`src/hw/fdp_pkg.sv`:
```
// constants for the drive / protect / power-down configuration block
// assumes a single 250 MHz system clock and spi pins sampled by it
`default_nettype none
package fdp_pkg;
  // command opcodes
  localparam logic [7:0] CMD_BLOCK_LOCK      = 8'h36;
  localparam logic [7:0] CMD_BLOCK_UNLOCK    = 8'h39;
  localparam logic [7:0] CMD_DEEP_SLEEP      = 8'hb9;
  localparam logic [7:0] CMD_ULTRA_SLEEP     = 8'h79;
  localparam logic [7:0] CMD_WAKE            = 8'hab;
  localparam logic [7:0] CMD_READ_CFG3       = 8'h15;
  localparam logic [7:0] CMD_READ_CFG4       = 8'h45;
  localparam logic [7:0] CMD_WRITE_CFG3      = 8'h11;
  localparam logic [7:0] CMD_WRITE_CFG4      = 8'h71;
  // drive_and_protect_config fields
  localparam int         DRV_MSB             = 6;
  localparam int         DRV_LSB             = 5;
  localparam int         SCHEME_BIT          = 2;
  localparam logic [1:0] DRV_RESET           = 2'h1;
  localparam logic [1:0] DRV_RESERVED        = 2'h0;
  localparam logic       SCHEME_RESET        = 1'b0;
  // power_down_config fields
  localparam int         DEPTH_BIT           = 7;
  localparam logic       DEPTH_RESET         = 1'b0;
  // block lock array: one lock bit per 64 kB block
  localparam int         BLOCK_W             = 6;
  localparam int         BLOCK_N             = 64;
  localparam int         BLOCK_ADDR_LSB      = 16;
  localparam logic       LOCK_RESET          = 1'b1;
  // frame byte counts and last bit index
  localparam logic [2:0] ONE_BYTE            = 3'h1;
  localparam logic [2:0] ADDR_DONE           = 3'h4;
  localparam logic [2:0] BYTE_CAP            = 3'h7;
  localparam logic [2:0] LAST_BIT            = 3'h7;

  typedef enum logic [1:0] {ST_CMD, ST_ADDR, ST_DATA, ST_IGNORE} fdp_frame_t;
  typedef enum logic [1:0] {PWR_ACTIVE, PWR_DEEP, PWR_ULTRA} fdp_power_t;
endpackage
`default_nettype wire

```
`src/hw/fdp_config.sv`:
```
// drive level, protection scheme and power-down depth configuration
// assumes spi mode 0 pins arrive asynchronously and sck stays well below clk/4
`default_nettype none

// How it works
// - drive level in bits 6:5 resets to 01; 00 reserved, 01/10/11 strengths (00 is stored as written here).
// - selected drive level goes to output drivers during reads; field read-write.
// - scheme bit 2 resets 0; at 0 region fields of first register protect.
// - scheme bit 1 protects through per-block lock bits instead.
// - all per-block lock bits read 1 after power-on or any reset.
// - with block scheme, 36h locks and 39h unlocks the addressed block.
// - depth bit 7 resets 0; then B9h acts as 79h, sram contents lost.
// - depth bit 1 makes B9h enter ordinary deep sleep, sram kept.
// - only command ABh leaves either power-down state.
// - toggling chip select alone never wakes the device.
module fdp_config (
  // clock and reset
  input  wire logic                        I_SYS_CLK,
  input  wire logic                        I_RESET,
  // spi pins
  input  wire logic                        I_SCK,
  input  wire logic                        I_CS_N,
  input  wire logic                        I_SI,
  output var  logic                        O_SO,
  output var  logic                        O_SO_OE_N,
  // output driver control
  output var  logic [1:0]                  O_DRIVE_LEVEL,
  // array protection
  input  wire logic [fdp_pkg::BLOCK_W-1:0] I_CHECK_BLOCK,
  output var  logic                        O_CHECK_LOCKED,
  output var  logic                        O_BLOCK_SCHEME,
  // power state
  output var  logic                        O_DEEP_SLEEP,
  output var  logic                        O_ULTRA_DEEP_SLEEP,
  output var  logic                        O_SRAM_CLEAR
);
  import fdp_pkg::*;

  logic                sck_m, sck_s, sck_p;
  logic                cs_m, cs_s, cs_p;
  logic                si_m, si_s;
  logic                sck_rise, sck_fall, cs_rise, selected;
  logic [7:0]          shift;
  logic [7:0]          next_byte;
  logic [2:0]          bit_cnt;
  logic [2:0]          byte_cnt;
  logic                byte_done;
  logic [7:0]          cmd;
  logic [23:0]         addr;
  fdp_frame_t          frame;
  fdp_power_t          power;
  logic [1:0]          output_drive_level;
  logic                protect_scheme_select;
  logic                power_down_depth_select;
  logic [7:0]          cfg3_view;
  logic [7:0]          cfg4_view;
  logic [7:0]          out_shift;
  logic                lock_wr;
  logic                single_done;

  // reads of either register show only the implemented bits
  function automatic logic [7:0] cfg3_image(input logic [1:0] drv, input logic sch);
    logic [7:0] v;
    v = 8'h00;
    v[DRV_MSB:DRV_LSB] = drv;
    v[SCHEME_BIT] = sch;
    return v;
  endfunction

  // which phase follows a completed opcode
  function automatic fdp_frame_t after_opcode(input logic [7:0] op, input logic asleep,
                                              input logic scheme);
    fdp_frame_t f;
    f = ST_IGNORE;
    if (asleep) begin
      f = ST_IGNORE;
    end else if (op == CMD_BLOCK_LOCK || op == CMD_BLOCK_UNLOCK) begin
      f = scheme ? ST_ADDR : ST_IGNORE;
    end else if (op == CMD_READ_CFG3 || op == CMD_READ_CFG4) begin
      f = ST_DATA;
    end else if (op == CMD_WRITE_CFG3 || op == CMD_WRITE_CFG4) begin
      f = ST_DATA;
    end
    return f;
  endfunction

  // two flops on every pin before any logic looks at it
  always_ff @(posedge I_SYS_CLK) begin
    if (I_RESET) begin
      sck_m <= 1'b0;
      sck_s <= 1'b0;
      sck_p <= 1'b0;
      cs_m  <= 1'b1;
      cs_s  <= 1'b1;
      cs_p  <= 1'b1;
      si_m  <= 1'b0;
      si_s  <= 1'b0;
    end else begin
      sck_m <= I_SCK;
      sck_s <= sck_m;
      sck_p <= sck_s;
      cs_m  <= I_CS_N;
      cs_s  <= cs_m;
      cs_p  <= cs_s;
      si_m  <= I_SI;
      si_s  <= si_m;
    end
  end

  assign sck_rise  = sck_s & ~sck_p;
  assign sck_fall  = ~sck_s & sck_p;
  assign cs_rise   = cs_s & ~cs_p;
  assign selected  = ~cs_s;
  assign next_byte = {shift[6:0], si_s};
  assign byte_done = selected & sck_rise & (bit_cnt == LAST_BIT);

  // bit and byte framing; deselect always restarts at the opcode
  always_ff @(posedge I_SYS_CLK) begin
    if (I_RESET || !selected) begin
      bit_cnt  <= 3'h0;
      byte_cnt <= 3'h0;
      shift    <= 8'h00;
    end else if (sck_rise) begin
      bit_cnt <= bit_cnt + 3'h1;
      shift   <= next_byte;
      if (bit_cnt == LAST_BIT && byte_cnt != BYTE_CAP) begin
        byte_cnt <= byte_cnt + 3'h1;
      end
    end
  end

  always_ff @(posedge I_SYS_CLK) begin
    if (I_RESET || !selected) begin
      frame <= ST_CMD;
    end else if (byte_done) begin
      case (frame)
        ST_CMD:  frame <= after_opcode(next_byte, power != PWR_ACTIVE,
                                       protect_scheme_select);
        ST_ADDR: frame <= (byte_cnt == 3'h3) ? ST_IGNORE : ST_ADDR;
        default: frame <= frame;
      endcase
    end
  end

  always_ff @(posedge I_SYS_CLK) begin
    if (I_RESET) begin
      cmd  <= 8'h00;
      addr <= 24'h000000;
    end else if (byte_done) begin
      if (frame == ST_CMD) begin
        cmd <= next_byte;
      end else if (frame == ST_ADDR) begin
        addr <= {addr[15:0], next_byte};
      end
    end
  end

  // register writes take the first data byte; later bytes are ignored
  always_ff @(posedge I_SYS_CLK) begin
    if (I_RESET) begin
      output_drive_level      <= DRV_RESET;
      protect_scheme_select   <= SCHEME_RESET;
      power_down_depth_select <= DEPTH_RESET;
    end else if (byte_done && frame == ST_DATA && byte_cnt == ONE_BYTE) begin
      if (cmd == CMD_WRITE_CFG3) begin
        // reserved bit positions are simply not stored
        output_drive_level    <= next_byte[DRV_MSB:DRV_LSB];
        protect_scheme_select <= next_byte[SCHEME_BIT];
      end else if (cmd == CMD_WRITE_CFG4) begin
        power_down_depth_select <= next_byte[DEPTH_BIT];
      end
    end
  end

  assign cfg3_view = cfg3_image(output_drive_level, protect_scheme_select);
  assign cfg4_view = {power_down_depth_select, 7'h00};

  // read data: rotate so a long read repeats the register value
  always_ff @(posedge I_SYS_CLK) begin
    if (I_RESET) begin
      out_shift <= 8'h00;
      O_SO      <= 1'b0;
    end else if (byte_done && frame == ST_CMD) begin
      out_shift <= (next_byte == CMD_READ_CFG4) ? cfg4_view : cfg3_view;
    end else if (sck_fall && selected && frame == ST_DATA &&
                 (cmd == CMD_READ_CFG3 || cmd == CMD_READ_CFG4)) begin
      O_SO      <= out_shift[7];
      out_shift <= {out_shift[6:0], out_shift[7]};
    end
  end

  // drive only while returning read data, at the selected strength
  always_ff @(posedge I_SYS_CLK) begin
    if (I_RESET) begin
      O_SO_OE_N <= 1'b1;
    end else begin
      O_SO_OE_N <= ~(selected && frame == ST_DATA &&
                     (cmd == CMD_READ_CFG3 || cmd == CMD_READ_CFG4));
    end
  end

  assign O_DRIVE_LEVEL  = output_drive_level;
  assign O_BLOCK_SCHEME = protect_scheme_select;

  // one-byte commands act only on a clean deselect after exactly eight bits
  assign single_done = cs_rise && byte_cnt == ONE_BYTE && bit_cnt == 3'h0;

  // a partial frame is discarded, so the address is always complete here
  assign lock_wr = cs_rise && protect_scheme_select && power == PWR_ACTIVE &&
                   byte_cnt == ADDR_DONE && bit_cnt == 3'h0 &&
                   (cmd == CMD_BLOCK_LOCK || cmd == CMD_BLOCK_UNLOCK);

  fdp_lock_mem u_lock_mem (
    .i_clk    (I_SYS_CLK),
    .i_reset  (I_RESET),
    .i_wr_en  (lock_wr),
    .i_wr_idx (addr[BLOCK_ADDR_LSB +: BLOCK_W]),
    .i_wr_val (cmd == CMD_BLOCK_LOCK),
    .i_rd_idx (I_CHECK_BLOCK),
    .o_rd_val (O_CHECK_LOCKED)
  );

  // power state; chip select activity by itself never changes it
  always_ff @(posedge I_SYS_CLK) begin
    if (I_RESET) begin
      power <= PWR_ACTIVE;
    end else if (single_done) begin
      case (power)
        PWR_ACTIVE: begin
          if (cmd == CMD_ULTRA_SLEEP) begin
            power <= PWR_ULTRA;
          end else if (cmd == CMD_DEEP_SLEEP) begin
            power <= power_down_depth_select ? PWR_DEEP : PWR_ULTRA;
          end
        end
        default: begin
          if (cmd == CMD_WAKE) begin
            power <= PWR_ACTIVE;
          end
        end
      endcase
    end
  end

  // sram loses its contents only on the ultra-deep entry
  always_ff @(posedge I_SYS_CLK) begin
    if (I_RESET) begin
      O_SRAM_CLEAR <= 1'b0;
    end else begin
      O_SRAM_CLEAR <= single_done && power == PWR_ACTIVE &&
                      (cmd == CMD_ULTRA_SLEEP ||
                       (cmd == CMD_DEEP_SLEEP && !power_down_depth_select));
    end
  end

  assign O_DEEP_SLEEP       = (power == PWR_DEEP);
  assign O_ULTRA_DEEP_SLEEP = (power == PWR_ULTRA);
endmodule
`default_nettype wire

```
`src/hw/fdp_lock_mem.sv`:
```
// per-block lock bits with one write port and one registered read port
// assumes writes come from the command decoder on the same clock
`default_nettype none
module fdp_lock_mem (
  // clock and reset
  input  wire logic                       i_clk,
  input  wire logic                       i_reset,
  // write port
  input  wire logic                       i_wr_en,
  input  wire logic [fdp_pkg::BLOCK_W-1:0] i_wr_idx,
  input  wire logic                       i_wr_val,
  // read port
  input  wire logic [fdp_pkg::BLOCK_W-1:0] i_rd_idx,
  output var  logic                       o_rd_val
);
  import fdp_pkg::*;

  logic [BLOCK_N-1:0] lock;

  // every block comes up locked
  always_ff @(posedge i_clk) begin
    if (i_reset) begin
      lock <= {BLOCK_N{LOCK_RESET}};
    end else if (i_wr_en) begin
      lock[i_wr_idx] <= i_wr_val;
    end
  end

  always_ff @(posedge i_clk) begin
    if (i_reset) begin
      o_rd_val <= LOCK_RESET;
    end else begin
      o_rd_val <= lock[i_rd_idx];
    end
  end
endmodule
`default_nettype wire

```
`config.mk`:
```
export PLATFORM = sky130hd
export DESIGN_NAME = fdp_config
export DESIGN_NICKNAME = d
export VERILOG_FILES = /design/src/hw/fdp_pkg.sv /design/src/hw/fdp_config.sv /design/src/hw/fdp_lock_mem.sv
export SDC_FILE = /design/constraint.sdc
export NUM_CORES = 1
export LEC_CHECK = 0
export ABC_AREA = 1
export BUFFER_PORTS_ARGS = -buffer_cell sky130_fd_sc_hd__buf_2
export CAP_MARGIN = 15
export CORE_MARGIN = 2
export CORE_UTILIZATION = 45
export CTS_CLUSTER_DIAMETER = 60
export DETAILED_ROUTE_END_ITERATION = 10
export PLACE_DENSITY_LB_ADDON = 0.12
export SYNTH_ARGS = -nofsm -noshare
export SYNTH_HDL_FRONTEND = slang
export SYNTH_HIERARCHICAL = 1
export SYNTH_SLANG_ARGS = --single-unit
```
`constraint.sdc`:
```
create_clock -name I_SYS_CLK -period 3.95 [get_ports I_SYS_CLK]
set_input_delay 0.1975 -clock I_SYS_CLK [delete_from_list [all_inputs] [get_ports I_SYS_CLK]]
set_output_delay 0.1975 -clock I_SYS_CLK [all_outputs]
set_load 0.005 [all_outputs]
```
==> impl_metrics.py <==
metrics = {
    "detailed_routing": {
        "antenna_left": 0,
        "drc": 0,
        "drt_iter0_markers": 456,
        "routed_via_density": 5.14,
        "wl_per_cell_um": 14.1,
        "first_pass_iters": 5,
        "routed_wl_um": 15800,
        "routed-via-count": 5736,
    },
    "power_and_ir_drop": {
        "power_density_mw_per_mm2": 413,
        "power_leakage_nw": 3.10,
        "p_total_w": 0.00294,
        "peakVddDrop_mv": 0.348,
    },
    "die": {
        "fp.dieW_um": 123,
        "rows": 43,
        "start_util_pct": 46.1,
        "die_area_sq_mm": 0.0152,
        "pin_count": 20,
        "die_h_um": 123,
        "core_area_sq_mm": 0.0139,
    },
    "run_status": {
        "status": "finished, final reports clean",
    },
    "cells_and_area": {
        "final_common_cell": "nand2_1",
        "final_cell_mix": "255 x nand2_1, 206 x nand3_1, 131 x dfxtp_1, 75 x inv_1, 56 x nor2_1",
        "utilization_pct": 51.3,
        "fin_area_sq_mm": 0.00712,
        "nNetsFinal": 945,
        "nFillCells": 1392,
        "drive_above_1_share_pct": 9.72,
        "ff_latch_area_sq_mm": 0.00262,
        "multiInputGateArea_sq_mm": 0.00319,
        "syn2layout_area_growth_pct": 11.1,
        "diodes": 0,
    },
    "critical_path": {
        "worstPathCellList": "nor2_1, nand2_1, nor2_1, nand4_1, a21oi_1, inv_1, nor2_1, inv_1, nor2_1, inv_1, o21ai_1, nand3_1",
        "crit_arrival_ps": 2990,
        "critPathSlowestCell": "nor2_1",
        "cp-end-kind": "register",
        "cp_max_fo": 15,
        "required_ps": 4210,
        "start_kind": "register",
        "max_stage_delay_ps": 770,
        "reg2regPathDepth": 12,
        "crit_type": "reg -> reg",
        "cpLargestDelayFamily": "simple AND/OR/NAND/NOR gates",
        "rr_startpoint": "power[0]",
        "startpoint": "power[0]",
        "path_depth": 12,
        "cp_common_cell": "nor2_1",
        "cp_num_buf_inv": 3,
    },
    "synthesis": {
        "synth_ff_type": "dfxtp_1",
        "synthesis.area_sq_mm": 0.00640,
        "avgSynthCellArea_sq_um": 6.88,
        "async_flop_share_pct": 0,
        "synthTopCellsByArea": "dfxtp_1 41%, nand3_1 16%, nand2_1 15%, inv_1 4.5%, a21oi_1 3.9%",
        "syn_nets": 949,
        "ys_seq_area_share_pct": 41.0,
        "synth_largest_area_cell": "dfxtp_1",
        "synth_top_area_share_pct": 41.0,
        "netlist-cell-type-count": 32,
        "yosysWarnings": 6,
        "synth_edf_count": 0,
        "synth_seq_cells": 131,
        "synthCells": 930,
    },
    "sta": {
        "period_needed_ps": 2730,
        "fmax_mhz": 367,
        "hold_viol": 0,
        "setup_tns_ps": 0,
        "clock_skew_ps": 11.1,
        "post-route-period-util_pct": 69.0,
        "grt_setup_unrepaired": "no",
        "worstMarginPinSlew_ps": 1190,
        "setup-violations-final": 0,
        "slew-limit-headroom_pct": 21.0,
        "drv_slew": 0,
    },
    "global_routing": {
        "antenna_found_initial": 0,
        "met2_usage_pct": 32.7,
        "grt_util_met1_pct": 31.1,
        "grt_pass1_vias": 5023,
        "grt_start_max_net_pins": 66,
        "track_usage_pct": 22.0,
        "globalRouteMet3Util_pct": 6.04,
        "grt_overflow": 0,
        "grt_pass1_wl_um": 25600,
        "grt-busiest-layer": "met2",
    },
    "clock_network": {
        "clockRootBuffer": "clkbuf_16",
        "cts_tree": "built",
        "post-cts-setup-buffers": 0,
        "ctsLongestPathBuffers": 2,
        "cts-buffers-inserted": 17,
        "clk_latency_ps": 420,
        "clk_pin_slew_worst_paths_ps": 60,
        "cts_htree_levels": 4,
        "cts_resized": 0,
        "cts_sinks": 131,
    },
    "placed_design": {
        "gp_congestion": 0.799,
        "portBuffers": 19,
        "place_area_sq_mm": 0.00652,
        "post-dp-hpwl_um": 10200,
    },
    "min_path": {
        "hold_start": "I_CHECK_BLOCK[5]",
        "hold_path.class": "in -> reg",
        "hold_depth": 3,
    },
    "run": {
        "drv_cap": 0,
    },
}
==> Yosys cell counts (3+ instances only) <==
cell type,number
o21ai_1,19
nand3_1,206
buf_1,4
buf_2,3
a211oi_1,3
nand2_1,255
a21oi_1,50
inv_1,76
dfxtp_1,131
nor3_4,7
inv_2,6
inv_4,3
nor2_1,57
o21ai_0,26
clkbuf_1,34
nand4_1,8
buf_4,7
buf_6,5
ha_1,8
==> final timing paths <==
| check | to | slack [ps] |
|---|---|---|
| max | u_lock_mem/lock[48] | 1220 |
| min | u_lock_mem/o_rd_val | 50 |
| max reg2reg | u_lock_mem/lock[48] | 1220 |
| min reg2reg | sck_s | 400 |
==> state kept, by name, indices dropped and copies added (netlist names), 2 cells and up <==
register	cells
O_DRIVE_LEVEL	2
addr	18
bit_cnt	3
byte_cnt	3
cmd	8
frame	2
out_shift	8
power	2
shift	7
u_lock_mem/lock	64
==> cells by family after synthesis <==
| kind of cell | synth area share, % |
|---|---|
| AND/OR/NAND/NOR | 39.9 |
| buffers and inverters | 9.26 |
| flip-flops | 41.0 |
| AO/OA/AOI/OAI | 8.31 |
| adder cells (fa/ha/maj) | 1.56 |
==> cell type report <==
type | instances | share of cell area (%)
Timing Repair Buffer | 30 | 2.60
Inverter | 85 | 4.59
Clock buffer | 24 | 7.19
Multi-Input combinational cell | 661 | 44.9
Tap cell | 180 | 3.17
Sequential cell | 131 | 36.9
Clock inverter | 5 | 0.703
==> report_power, final <==
group	switching (W)	internal, W	total [W]
registers	0.00000266	0.00133	0.00133
clock network	0.000548	0.000950	0.00150
logic	0.0000785	0.0000324	0.000111
==> through the flow <==
stage / hold slack [ps] / worst slack [ps] / cells
global placement: 380 / 1340 / 1084
finish: 54.0 / 1220 / 1116
global route: 75.7 / 960 / 1116
CTS: 23.5 / 1230 / 1116
floorplan: 301 / 1930 / 930
detailed placement: 382 / 1260 / 1084
==> worst register-to-register path: stages (launching register included) <==
cell and delay, ps:
dfxtp_1 330, nor2_1 300, nand2_1 120, nor2_1 120, nand4_1 120, a21oi_1 190
inv_1 60, nor2_1 90, inv_1 80, nor2_1 770, inv_1 150, o21ai_1 170
nand3_1 80
==> repair_timing <==
item,CTS,global route
hold endpoints to repair,3,0
endpoints found under the setup margin,0,0
hold buffers,3,0
==> per-layer routing <==
metal,vias up,share of wire (%)
li1,3032,-
met1,2562,50
met2,129,44
met3,13,4.9
met4,0,1.0
met5,-,0
Power figures use the tool's default switching activity.
